===== config.mk =====
export PLATFORM = sky130hd
export DESIGN_NAME = lcs_top
export DESIGN_NICKNAME = d
export VERILOG_FILES = /design/src/lcs_pkg.sv /design/src/lcs_beam_eval.sv /design/src/lcs_top.sv
export VERILOG_INCLUDE_DIRS = /design/src /design/src/src
export SDC_FILE = /design/constraint.sdc
export NUM_CORES = 1
export LEC_CHECK = 0
export BUFFER_PORTS_ARGS = -buffer_cell sky130_fd_sc_hd__buf_2
export CAP_MARGIN = 40
export CORE_ASPECT_RATIO = 0.6
export CORE_UTILIZATION = 45
export CTS_CLUSTER_SIZE = 20
export DETAILED_ROUTE_END_ITERATION = 12
export PLACE_DENSITY = 0.63
export SYNTH_ARGS = -nofsm -noshare
export SYNTH_HDL_FRONTEND = slang
export SYNTH_SLANG_ARGS = --single-unit

===== constraint.sdc =====
create_clock -name i_core_clk -period 9.4 [get_ports i_core_clk]
set_clock_uncertainty 0.1 [all_clocks]
set_input_delay 0.47 -clock i_core_clk [delete_from_list [all_inputs] [get_ports i_core_clk]]
set_output_delay 0.47 -clock i_core_clk [all_outputs]
set_load 0.03 [all_outputs]

===== src/lcs_consts.svh =====
// timings in microseconds, indicator positions and defaults for the light curtain logic
`ifndef LCS_CONSTS_SVH
`define LCS_CONSTS_SVH

`define LCS_CLK_MHZ 100
`define LCS_NBEAMS 16
`define LCS_SYNC_US 1000
`define LCS_CAL_US 2000
`define LCS_CFM_US 300000
`define LCS_BLINK_US 250000
`define LCS_CODE_ILLEGAL 2'h3
`define LCS_LED_FUNC_CFM 0
`define LCS_LED_FUNC_WEAK 1
`define LCS_LED_FUNC_CODE 2
`define LCS_LED_CAUSE_CFM 4
`define LCS_LED_CAUSE_WEAK 5
`define LCS_LED_CAUSE_CODE 6

`endif


===== src/lcs_pkg.sv =====
// types shared by the light curtain logic
package lcs_pkg;
    typedef enum logic [2:0] {
        LCS_ST_SYNC = 3'b000,
        LCS_ST_CAL = 3'b001,
        LCS_ST_RUN = 3'b010,
        LCS_ST_LOCK = 3'b011,
        LCS_ST_FAULT = 3'b100
    } lcs_state_t;
    typedef enum logic [1:0] {
        LCS_CODE_NONE = 2'b00,
        LCS_CODE_ONE = 2'b01,
        LCS_CODE_TWO = 2'b10
    } lcs_code_t;
    typedef enum logic [1:0] {
        LCS_DIAG_RESET_REQ = 2'b00,
        LCS_DIAG_WEAK = 2'b01,
        LCS_DIAG_FAULT = 2'b10,
        LCS_DIAG_INTERRUPT = 2'b11
    } lcs_diag_sel_t;
endpackage


===== src/lcs_beam_eval.sv =====
// per-beam evaluation: code check, field clear, sync beams, alignment level
`timescale 1ns/1ps
`default_nettype none

module lcs_beam_eval #(
    parameter int unsigned NBEAMS = 16
) (
    input wire logic i_core_clk,
    input wire logic i_rst,
    input wire logic [NBEAMS-1:0] i_beam_light,
    input wire logic [2*NBEAMS-1:0] i_beam_code,
    input wire logic [1:0] i_cfg_code,
    output logic [NBEAMS-1:0] o_beam_ok,
    output logic o_field_clear,
    output logic o_top_ok,
    output logic o_bot_ok,
    output logic [3:0] o_align
);
    localparam int unsigned CW = $clog2(NBEAMS + 1);
    localparam logic [CW+1:0] TH_HI = (CW+2)'(3 * NBEAMS);
    localparam logic [CW+1:0] TH_MID = (CW+2)'(2 * NBEAMS);

    logic [NBEAMS-1:0] ok_w;
    logic [CW-1:0] cnt_w;
    logic [CW+1:0] cnt4_w;
    logic [3:0] align_w;

    // a beam counts only if lit and carrying the configured code
    for (genvar k = 0; k < NBEAMS; k++) begin : g_beam
        assign ok_w[k] = i_beam_light[k] && (i_beam_code[2*k +: 2] == i_cfg_code);
    end

    always_comb begin
        cnt_w = '0;
        for (int j = 0; j < NBEAMS; j++) begin
            cnt_w = cnt_w + CW'(ok_w[j]);
        end
    end

    assign cnt4_w = {cnt_w, 2'b00};
    // more lit beams, more lit indicators
    assign align_w = (cnt_w == '0) ? 4'h0 :
                     (cnt_w == CW'(NBEAMS)) ? 4'hf :
                     (cnt4_w >= TH_HI) ? 4'h7 :
                     (cnt4_w >= TH_MID) ? 4'h3 : 4'h1;

    always_ff @(posedge i_core_clk or posedge i_rst) begin
        if (i_rst) begin
            o_beam_ok <= '0;
            o_field_clear <= 1'b0;
            o_top_ok <= 1'b0;
            o_bot_ok <= 1'b0;
            o_align <= 4'h0;
        end else begin
            o_beam_ok <= ok_w;
            o_field_clear <= &ok_w;
            o_top_ok <= ok_w[NBEAMS-1];
            o_bot_ok <= ok_w[0];
            o_align <= align_w;
        end
    end
endmodule
`default_nettype wire


===== src/lcs_top.sv =====
// receiver supervisory logic of the safety light curtain
`timescale 1ns/1ps
`default_nettype none
`include "lcs_consts.svh"

module lcs_top #(
    parameter int unsigned NBEAMS = `LCS_NBEAMS,
    parameter int unsigned SYNC_CYC = `LCS_SYNC_US * `LCS_CLK_MHZ,
    parameter int unsigned CAL_CYC = `LCS_CAL_US * `LCS_CLK_MHZ,
    parameter int unsigned CFM_CYC = `LCS_CFM_US * `LCS_CLK_MHZ,
    parameter int unsigned BLINK_CYC = `LCS_BLINK_US * `LCS_CLK_MHZ
) (
    input wire logic i_core_clk,
    input wire logic i_rst,
    input wire logic [NBEAMS-1:0] i_beam_light,
    input wire logic [2*NBEAMS-1:0] i_beam_code,
    input wire logic [7:0] i_rx_level,
    input wire logic [1:0] i_cfg_code,
    input wire logic i_cfg_restart_ilk,
    input wire logic i_cfg_cfm_en,
    input wire logic [1:0] i_cfg_diag_sel,
    input wire logic i_reset_btn,
    input wire logic i_contactor_fb,
    input wire logic i_peer_linked,
    output logic o_safety_switching_output_a,
    output logic o_safety_switching_output_b,
    output logic o_app_diag,
    output logic [7:0] o_led_blue,
    output logic [7:0] o_led_red,
    output logic [7:0] o_led_yellow,
    output logic o_rx_ssw_green,
    output logic o_rx_field_clear,
    output logic o_tx_ssw_green,
    output logic o_tx_field_clear,
    output logic o_cfm_fault,
    output logic [7:0] o_cal_ref
);
    if (NBEAMS < 2 || NBEAMS > 256 || SYNC_CYC < 1 || CAL_CYC < 1 ||
        CFM_CYC < 1 || BLINK_CYC < 1) begin : g_bad_param
        $error("lcs_top: unsupported parameter value");
    end

    lcs_pkg::lcs_state_t st_q, st_d;
    logic [31:0] sync_cnt_q, sync_cnt_d;
    logic [31:0] cal_cnt_q, cal_cnt_d;
    logic [31:0] cfm_cnt_q, cfm_cnt_d;
    logic [31:0] blink_cnt_q;
    logic blink_q;
    logic btn_q;
    logic weak_q, weak_d;
    logic cfm_fault_q, cfm_fault_d;
    logic [7:0] ref_q, ref_d;
    logic ssw_d;
    logic app_d;
    logic [7:0] blue_d, red_d, yellow_d;

    logic [NBEAMS-1:0] beam_ok;
    logic field_clear, top_ok, bot_ok;
    logic [3:0] align;

    lcs_beam_eval #(.NBEAMS(NBEAMS)) u_eval (
        .i_core_clk(i_core_clk),
        .i_rst(i_rst),
        .i_beam_light(i_beam_light),
        .i_beam_code(i_beam_code),
        .i_cfg_code(i_cfg_code),
        .o_beam_ok(beam_ok),
        .o_field_clear(field_clear),
        .o_top_ok(top_ok),
        .o_bot_ok(bot_ok),
        .o_align(align)
    );

    // decode
    wire code_bad = (i_cfg_code == `LCS_CODE_ILLEGAL);
    wire sync_seen = top_ok || bot_ok;
    wire synced = sync_seen && (sync_cnt_q == SYNC_CYC);
    wire cal_end = (st_q == lcs_pkg::LCS_ST_CAL) && (cal_cnt_q == CAL_CYC - 1);
    wire press = i_reset_btn && !btn_q;
    wire blink_tick = (blink_cnt_q == BLINK_CYC - 1);
    wire in_fault = (st_q == lcs_pkg::LCS_ST_FAULT);
    wire in_lock = (st_q == lcs_pkg::LCS_ST_LOCK);
    wire in_run = (st_q == lcs_pkg::LCS_ST_RUN);
    wire cfm_wait = i_cfg_cfm_en && !o_safety_switching_output_a && !i_contactor_fb;
    wire cfm_set = cfm_wait && (cfm_cnt_q == CFM_CYC - 1);
    wire flt_leave = in_fault && press && !code_bad &&
                     (!i_cfg_cfm_en || i_contactor_fb);
    wire show_blue = !in_fault && !weak_q;
    wire [7:0] fn_cfm = 8'h01 << `LCS_LED_FUNC_CFM;
    wire [7:0] cs_cfm = 8'h01 << `LCS_LED_CAUSE_CFM;
    wire [7:0] fn_code = 8'h01 << `LCS_LED_FUNC_CODE;
    wire [7:0] cs_code = 8'h01 << `LCS_LED_CAUSE_CODE;
    wire [7:0] fn_weak = 8'h01 << `LCS_LED_FUNC_WEAK;
    wire [7:0] cs_weak = 8'h01 << `LCS_LED_CAUSE_WEAK;

    assign sync_cnt_d = (!sync_seen || (st_q != lcs_pkg::LCS_ST_SYNC)) ? 32'h0 :
                        (synced ? sync_cnt_q : sync_cnt_q + 32'h1);
    assign cal_cnt_d = (st_q == lcs_pkg::LCS_ST_CAL) ? cal_cnt_q + 32'h1 : 32'h0;
    assign cfm_cnt_d = (cfm_wait && !cfm_set) ? cfm_cnt_q + 32'h1 : 32'h0;
    // set wins over the clear on the same edge
    assign cfm_fault_d = cfm_set || (cfm_fault_q && !flt_leave);
    // largest receive level during calibration is the field reference
    assign ref_d = (st_q == lcs_pkg::LCS_ST_SYNC) ? 8'h00 :
                   ((st_q == lcs_pkg::LCS_ST_CAL) && (i_rx_level > ref_q)) ?
                   i_rx_level : ref_q;
    assign weak_d = in_run && field_clear && (i_rx_level < (ref_q >> 1));
    // outputs only on while monitoring with a clear field
    assign ssw_d = in_run && field_clear && !cfm_fault_q && !code_bad;
    assign app_d = (i_cfg_diag_sel == lcs_pkg::LCS_DIAG_RESET_REQ) ? in_lock :
                   (i_cfg_diag_sel == lcs_pkg::LCS_DIAG_WEAK) ? weak_q :
                   (i_cfg_diag_sel == lcs_pkg::LCS_DIAG_FAULT) ? in_fault :
                   !field_clear;
    assign blue_d = show_blue ? {bot_ok, bot_ok, top_ok, top_ok, align} : 8'h00;
    assign red_d = !in_fault ? 8'h00 :
                   cfm_fault_q ? (fn_cfm | (blink_q ? cs_cfm : 8'h00)) :
                   (fn_code | (blink_q ? cs_code : 8'h00));
    assign yellow_d = (!in_fault && weak_q) ?
                      (fn_weak | (blink_q ? cs_weak : 8'h00)) : 8'h00;

    always_comb begin
        st_d = st_q;
        unique case (st_q)
            lcs_pkg::LCS_ST_SYNC: begin
                if (code_bad) begin
                    st_d = lcs_pkg::LCS_ST_FAULT;
                end else if (synced) begin
                    st_d = lcs_pkg::LCS_ST_CAL;
                end
            end
            lcs_pkg::LCS_ST_CAL: begin
                if (code_bad) begin
                    st_d = lcs_pkg::LCS_ST_FAULT;
                end else if (!sync_seen) begin
                    st_d = lcs_pkg::LCS_ST_SYNC;
                end else if (cal_end) begin
                    st_d = i_cfg_restart_ilk ? lcs_pkg::LCS_ST_LOCK : lcs_pkg::LCS_ST_RUN;
                end
            end
            lcs_pkg::LCS_ST_RUN: begin
                if (code_bad || cfm_fault_q) begin
                    st_d = lcs_pkg::LCS_ST_FAULT;
                end else if (!field_clear && i_cfg_restart_ilk) begin
                    st_d = lcs_pkg::LCS_ST_LOCK;
                end
            end
            lcs_pkg::LCS_ST_LOCK: begin
                if (code_bad || cfm_fault_q) begin
                    st_d = lcs_pkg::LCS_ST_FAULT;
                end else if (press && field_clear) begin
                    st_d = lcs_pkg::LCS_ST_RUN;
                end
            end
            lcs_pkg::LCS_ST_FAULT: begin
                if (flt_leave) begin
                    st_d = lcs_pkg::LCS_ST_SYNC;
                end
            end
            default: st_d = lcs_pkg::LCS_ST_FAULT;
        endcase
    end

    always_ff @(posedge i_core_clk or posedge i_rst) begin
        if (i_rst) begin
            st_q <= lcs_pkg::LCS_ST_SYNC;
            sync_cnt_q <= 32'h0;
            cal_cnt_q <= 32'h0;
            cfm_cnt_q <= 32'h0;
            cfm_fault_q <= 1'b0;
            ref_q <= 8'h00;
            weak_q <= 1'b0;
            btn_q <= 1'b0;
        end else begin
            st_q <= st_d;
            sync_cnt_q <= sync_cnt_d;
            cal_cnt_q <= cal_cnt_d;
            cfm_cnt_q <= cfm_cnt_d;
            cfm_fault_q <= cfm_fault_d;
            ref_q <= ref_d;
            weak_q <= weak_d;
            btn_q <= i_reset_btn;
        end
    end

    // flash rate divider
    always_ff @(posedge i_core_clk or posedge i_rst) begin
        if (i_rst) begin
            blink_cnt_q <= 32'h0;
            blink_q <= 1'b0;
        end else begin
            blink_cnt_q <= blink_tick ? 32'h0 : blink_cnt_q + 32'h1;
            blink_q <= blink_tick ? !blink_q : blink_q;
        end
    end

    // registered outputs
    always_ff @(posedge i_core_clk or posedge i_rst) begin
        if (i_rst) begin
            o_safety_switching_output_a <= 1'b0;
            o_safety_switching_output_b <= 1'b0;
            o_app_diag <= 1'b0;
            o_led_blue <= 8'h00;
            o_led_red <= 8'h00;
            o_led_yellow <= 8'h00;
            o_rx_ssw_green <= 1'b0;
            o_rx_field_clear <= 1'b0;
            o_tx_ssw_green <= 1'b0;
            o_tx_field_clear <= 1'b0;
            o_cfm_fault <= 1'b0;
            o_cal_ref <= 8'h00;
        end else begin
            o_safety_switching_output_a <= ssw_d;
            o_safety_switching_output_b <= ssw_d;
            o_app_diag <= app_d;
            o_led_blue <= blue_d;
            o_led_red <= red_d;
            o_led_yellow <= yellow_d;
            o_rx_ssw_green <= ssw_d;
            o_rx_field_clear <= field_clear;
            o_tx_ssw_green <= i_peer_linked && ssw_d;
            o_tx_field_clear <= i_peer_linked && field_clear;
            o_cfm_fault <= cfm_fault_d;
            o_cal_ref <= ref_q;
        end
    end
endmodule
`default_nettype wire


==> results.txt, run 1 <==
Crit path cell chain -> buf_2, xnor2_1, and3_1, ha_1, inv_1, fa_1, fa_1, inv_1, fa_1, fa_1, inv_1, fa_1, inv_1, a21oi_1, o21ai_1, nand3_1, o21a_1, or4b_1
Pin count of the biggest net entering global routing -> 74
Inst Count DP -> 1,272
Final instance area -> 10,500 um^2
Vias per cell -> 5.03
Synth top area share -> 0.474
Pre-Repair DR Iteration Count -> 10
Hold WC Path Type -> primary input to register
Top-count cell post-synth -> dfrtp_1
DR vias -> 6,569
Final period utilization -> 0.544
Cell taking the most area after synthesis -> dfrtp_1
DRT iter0 DRCs -> 414
Worst Setup Path Type -> primary input to register
Final ANT Viol Nets -> 0
Simple-gate share of the synthesized area -> 0.246
Total power -> 1.84 mW
WP data arrival -> 5.31 ns
Slew margin rel. -> 0.530
Post-DP HPWL -> 14,000 um
DRC -> 1
Leak Pwr -> 4.84 nW
Logic pwr share -> 0.191
Die W -> 187 um
Warnings, synthesis -> 0
Clk slew on worst S/H paths -> 0.07 ns
Starting Density -> 0.461
Grt total ovfl -> 0
Area share of xor/xnor cells in the synthesized design -> 0.144
Async S/R FF share, synth -> 1.00
GRT Total Usage -> 0.192
Global-route wire length before repair -> 32,000 um
TritonCTS Sinks -> 175
CTS Buffer Depth -> 2
Max Freq -> 0.196 GHz
Met3 WL -> 795 um
Compound-cell area share of the yosys netlist -> 0.0380
Final hold vios -> 0
Reg area -> 4380 um^2
Clock network power share -> 0.363
Register area share after synthesis -> 0.474
Die area -> 21,100 um^2
Status -> complete, but fails checks
Pint -> 1.27 mW
H-tree depth -> 4
Final nets -> 1,121
Layout overhead on the synthesized area -> 14.1%
Largest delay share family, worst path -> adder cells
CP Launch Type -> primary input
Crit-path most repeated cell -> fa_1
Crit path required time -> 9.60 ns
Row count -> 40
Seq cells post-synth -> 175
Met2 wire len -> 7300 um
Largest family of logic cells by synthesized area -> simple AND/OR/NAND/NOR gates
Sequential Power Share -> 0.447
Final Hold Slack -> 0.0615 ns
P_sw -> 0.567 mW
Worst vdd ir -> 0.000123 V
Root buffer cell -> clkbuf_16
Failing checks -> DRC
Syn Area/Cell -> 10.0 um^2
Ports -> 107
Fill cells -> 1,816
EDFF count, synth -> 0
Slew Viols, Final -> 0
Library cells used by synthesis -> 60
Mux cell area share after synthesis -> 0.00379
Pre-CTS setup slack -> 3.82 ns
Worst Setup SP -> i_cfg_code[0]
Layout Utilization -> 0.525
Ranking of synthesized cells by area -> dfrtp_1, xor2_1, xnor2_1, nor2_1, nand3_1
Hold path startpoint -> i_reset_btn
Crit-path slowest cell -> fa_1
M1 wire length -> 10,700 um
Initial antenna violation count -> 0
ANT cells -> 0
Synth cell count leaders -> dfrtp_1, nor2_1, xor2_1, nand3_1, xnor2_1
Final Non-Filler Cells -> 1,305
RSZ-0062 raised after global routing -> false
PD cells -> 174 nW/um^2
Post-synthesis adder-cell area fraction -> 0.0555
TNS Setup -> 0 ns
Worst setup EP type -> register
Max-cap viol count -> 0
Sw Ratio -> 0.309
Core area -> 20,100 um^2
Crit path largest cell delay -> 0.55 ns
Post-DR wirelength/cell -> 14.5 um
Multi-input combinational cell area -> 4550 um^2
Highest routed layer -> met4
FF-to-FF Start -> st_q[0]
Post-synth top flop -> dfrtp_1
Crit Path Max Fanout -> 18
Total CTS buffers -> 17
Final Wtd Congestion -> 0.804
Fin crit period -> 5.11 ns
Setup WS post-layout -> 4.29 ns
Vias in the first global route -> 6,201
Share of post-route cells with drive strength above 1 -> 0.159
Total Wirelength -> 19,000 um
CTS tree -> yes
Placed Area -> 9980 um^2
Final setup viols -> 0
Least-Margin Pin Slew -> 0.706 ns
Crit path buf inv count -> 5
Syn Inst Count -> 923
Area of the mapped netlist -> 9240 um^2
Clock Latency Late Sink -> 0.44 ns
Port Buffers -> 96
Die height -> 113 um
layout make-up:
type	count	area share
sequential	175	0.415
multi-input combinational	685	0.431
tap	273	0.0324
inverter	35	0.0129
clock inverter	12	0.00985
timing repair buffer	105	0.0560
clock buffer	20	0.0424
flip-flops by register name (all words and copies together), names as in the netlist, 6 cells and up:
name	flops
ref_q	8
sync_cnt_q	32
cal_cnt_q	32
blink_cnt_q	32
o_cal_ref	8
cfm_cnt_q	32
o_led_blue	6
final timing paths:
| check | slack (ns) | cells after the start | end |
|---|---|---|---|
| worst max register to register | 6.84 | 7 | ref_q[6] |
| worst min register to register | 0.31 | 0 | o_cal_ref[3] |
| worst max-delay path | 4.29 | 18 | u_eval.o_align[0] |
| worst min-delay path | 0.06 | 1 | btn_q |
| max in group asynchronous | 7.36 | 6 | o_led_blue[2] |
| min in group asynchronous | 0.43 | 3 | o_led_red[0] |
power groups by stage:
stage,combinational (mW),sequential [mW],clock [mW]
final,0.350,0.821,0.666
after global routing,0.397,0.826,0.716
after CTS,0.355,0.821,0.683
after detailed placement,0.354,0.835,0
after global placement,0.344,0.836,0
after floorplan,0.222,0.864,0
routing by layer:
| metal | vias up | track usage |
|---|---|---|
| met3 | 15 | 0.0456 |
| met2 | 122 | 0.250 |
| met5 | - | 0 |
| li1 | 3303 | - |
| met1 | 3129 | 0.308 |
| met4 | 0 | 0.0557 |
logic make-up (layout without fill, tap and decap cells):
family | after synthesis | in the layout
mux | 3 | 3
other cells | 1 | 10
compound gates | 55 | 55
flops | 175 | 175
simple gates | 430 | 430
fa+ha+maj | 35 | 35
xor+xnor | 152 | 152
buf+inv | 72 | 172
cell usage in the layout, fill, tap and decap left out, types with 13 or more instances in the layout:
master / n
and2_1: 14
buf_2: 96
o21ai_1: 13
nor2_1: 131
nand3_1: 69
nand2_1: 62
ha_1: 25
nor3_1: 14
and3_1: 36
nand4_1: 29
nor4_1: 16
dfrtp_1: 175
xnor2_1: 64
clkbuf_16: 17
inv_1: 33
xor2_1: 88
a21oi_1: 22
worst register-to-register path, cell delays in order, from the launching register on:
cell and delay, ns:
dfrtp_1 0.49, or3b_1 0.68, buf_4 0.35, o21bai_4 0.17
nor2_2 0.06, o21ai_1 0.32, nand3_1 0.14, a21oi_1 0.17
what timing repair did:
item                      in CTS  in global routing
buffers inserted               0                  0
hold endpoints to repair      26                  0
gates resized for setup        0                  0
hold buffers                   1                  0
Note: power is estimated with default switching activity, not from simulation.
==> run 2, diff against run 1 <==
==> constraint.sdc (replaced) <==
create_clock -name i_core_clk -period 5.2 [get_ports i_core_clk]
set_clock_uncertainty 0.1 [all_clocks]
set_input_delay 0.26 -clock i_core_clk [delete_from_list [all_inputs] [get_ports i_core_clk]]
set_output_delay 0.26 -clock i_core_clk [all_outputs]
set_load 0.03 [all_outputs]
==> run 2 against run 1 <==
  * The flow still finishes with violations (DRC)
  * Via count grew 0.41%
  * Clock power grew 110%
  * Sequential share of layout area shrank 0.55 points
  * Routed wire length grew 0.77%
  * First-iteration DRC count shrank 5.6%
  * Die area is the same
  * Cell area grew 1.4%
  * Combinational power grew 83%
==> results.txt, run 2 (synthesis results as in run 1) <==
Pre-Repair DR Iteration Count -> 9 (-1)
H-tree depth -> 4 (unchanged)
Row count -> 40 (unchanged)
CTS Buffer Depth -> 2 (unchanged)
Vias per cell -> 5.02 (-0.20%)
Final Wtd Congestion -> 0.812 (+1.1%)
Crit path required time -> 5.39 ns (-4.21 ns)
Fin crit period -> 4.85 ns
Hold WC Path Type -> primary input to register
RSZ-0062 raised after global routing -> false
Final instance area -> 10,700 um^2 (+1.4%)
Die height -> 113 um (unchanged)
Final period utilization -> 0.933
Post-DR wirelength/cell -> 14.5 um (+0.16%)
Layout overhead on the synthesized area -> 15.6%
Post-DP HPWL -> 14,100 um (+0.98%)
DR vias -> 6,596 (+0.41%)
Total CTS buffers -> 17 (unchanged)
Sequential Power Share -> 0.423 (-0.024)
Root buffer cell -> clkbuf_16
ANT cells -> 0 (unchanged)
P_sw -> 1.01 mW (+77%)
Crit Path Max Fanout -> 2 (-16)
Die area -> 21,100 um^2 (unchanged)
Core area -> 20,100 um^2 (unchanged)
Commonest non-fill, non-tap cell in the layout -> dfrtp_1
CP Launch Type -> primary input
Initial antenna violation count -> 1 (+1)
Logic pwr share -> 0.183 (-0.008)
Worst Setup Path Type -> primary input to register
Vias in the first global route -> 6,264 (+1.0%)
Grt total ovfl -> 0 (unchanged)
WP data arrival -> 5.04 ns (-0.27 ns)
Die W -> 187 um (unchanged)
Status -> complete, but fails checks
Leak Pwr -> 4.91 nW (+1.5%)
Slew margin rel. -> 0.492 (-0.0378)
Total Wirelength -> 19,100 um (+0.77%)
CTS tree -> yes
Global-route wire length before repair -> 32,300 um (+0.91%)
Clock network power share -> 0.394 (+0.031)
Share of post-route cells with drive strength above 1 -> 0.163 (+0.00359)
Most frequent cells in the layout -> dfrtp_1, nor2_1, buf_2, xor2_1, nand3_1
Max-cap viol count -> 0 (unchanged)
Final setup viols -> 0 (unchanged)
TritonCTS Sinks -> 175 (unchanged)
TNS Setup -> 0 ns (unchanged)
Pin count of the biggest net entering global routing -> 85 (+15%)
Clk slew on worst S/H paths -> 0.07 ns (about the same)
DRT iter0 DRCs -> 391 (-5.6%)
Placed Area -> 10000 um^2 (+0.14%)
Failing checks -> DRC
Clock Latency Late Sink -> 0.43 ns (about the same)
Final ANT Viol Nets -> 0 (unchanged)
Starting Density -> 0.461 (unchanged)
Sw Ratio -> 0.287 (-0.0219)
GRT Total Usage -> 0.193 (+0.000502)
CTS resizes -> 0 (unchanged)
Final hold vios -> 0 (unchanged)
DRC -> 1 (unchanged)
Slew Viols, Final -> 0 (unchanged)
Final nets -> 1,129 (+0.71%)
Least-Margin Pin Slew -> 0.757 ns (+0.0510 ns)
Port Buffers -> 96 (unchanged)
Worst vdd ir -> 0.000247 V (+100%)
Pint -> 2.50 mW (+97%)
Fill cells -> 1,840 (+1.3%)
PD cells -> 328 nW/um^2 (+88%)
Max Freq -> 0.206 GHz
Worst setup EP type -> register
Ports -> 107 (unchanged)
run 2: cell types whose count changed in the layout (fill, tap and decap cells not counted), moves of 3 or more:
cell,delta
clkinv_4,-3
buf_4,+5
bufinv_16,+4
dlygate4sd3_1,+4
run 2: timing repair:
item / CTS / global route
hold buffers: 5 / 0
buffers inserted: 0 / 0
endpoints found under the hold margin: 70 / 0
run 2: power by group through the flow:
stage / Clock [mW] / Combinational, mW / Sequential (mW)
3_3_place_gp: 0 / 0.627 / 1.51
3_5_place_dp: 0 / 0.647 / 1.51
5_1_grt: 1.48 / 0.720 / 1.50
2_1_floorplan: 0 / 0.402 / 1.56
6_report: 1.38 / 0.642 / 1.49
4_1_cts: 1.42 / 0.651 / 1.49
run 2: worst max-delay path, stage by stage:
cell	delay [ns]
dlygate4sd3_1	0.53
buf_2	0.12
and3_1	0.16
ha_1	0.28
inv_1	0.05
fa_1	0.50
fa_1	0.52
inv_1	0.05
fa_1	0.50
fa_1	0.56
inv_1	0.06
fa_1	0.42
inv_1	0.09
a21oi_1	0.08
o21ai_1	0.16
nand3_1	0.10
o21a_1	0.13
or4b_1	0.49
run 2: final timing paths:
path | slack (ns) | depth (start not counted) | start | endpoint
setup / recovery | 0.35 | 18 | i_beam_light[0] | u_eval.o_align[0]
hold / removal | 0.02 | 3 | i_rx_level[0] | ref_q[0]
setup reg to reg | 2.71 | 8 | cfm_cnt_q[0] | cfm_cnt_q[28]
hold reg to reg | 0.32 | 0 | ref_q[2] | o_cal_ref[2]
max in group asynchronous | 3.91 | 4 | i_rst | o_led_blue[2]
min in group asynchronous | 0.20 | 3 | i_rst | o_cal_ref[6]
run 2: metrics by stage:
stage	util	worst slack [ns]	hold slack (ns)	instances	power, mW
floorplan	-	0.0784	0.191	932	1.96
global placement	0.496	0.301	0.301	1273	2.14
detailed placement	0.498	0.232	0.103	1276	2.16
CTS	0.532	0.358	0.00478	1313	3.55
global route	0.532	0.140	0.0162	1313	3.70
finish	0.532	0.350	0.0244	1313	3.51
run 2: area by class of cell:
| class | instances | area (um^2) | share of cell area |
|---|---|---|---|
| Timing Repair Buffer | 113 | 644 | 0.0603 |
| Clock buffer | 20 | 457 | 0.0427 |
| Tap cell | 273 | 342 | 0.0320 |
| Clock inverter | 12 | 183 | 0.0171 |
| Inverter | 35 | 136 | 0.0128 |
| Multi-Input combinational cell | 685 | 4550 | 0.425 |
| Sequential cell | 175 | 4380 | 0.410 |
run 2: per-layer routing:
metal / track usage / wire, um
met5: 0 / 0
met4: 0.0530 / 138
met3: 0.0459 / 871
met2: 0.260 / 7410
met1: 0.303 / 10700
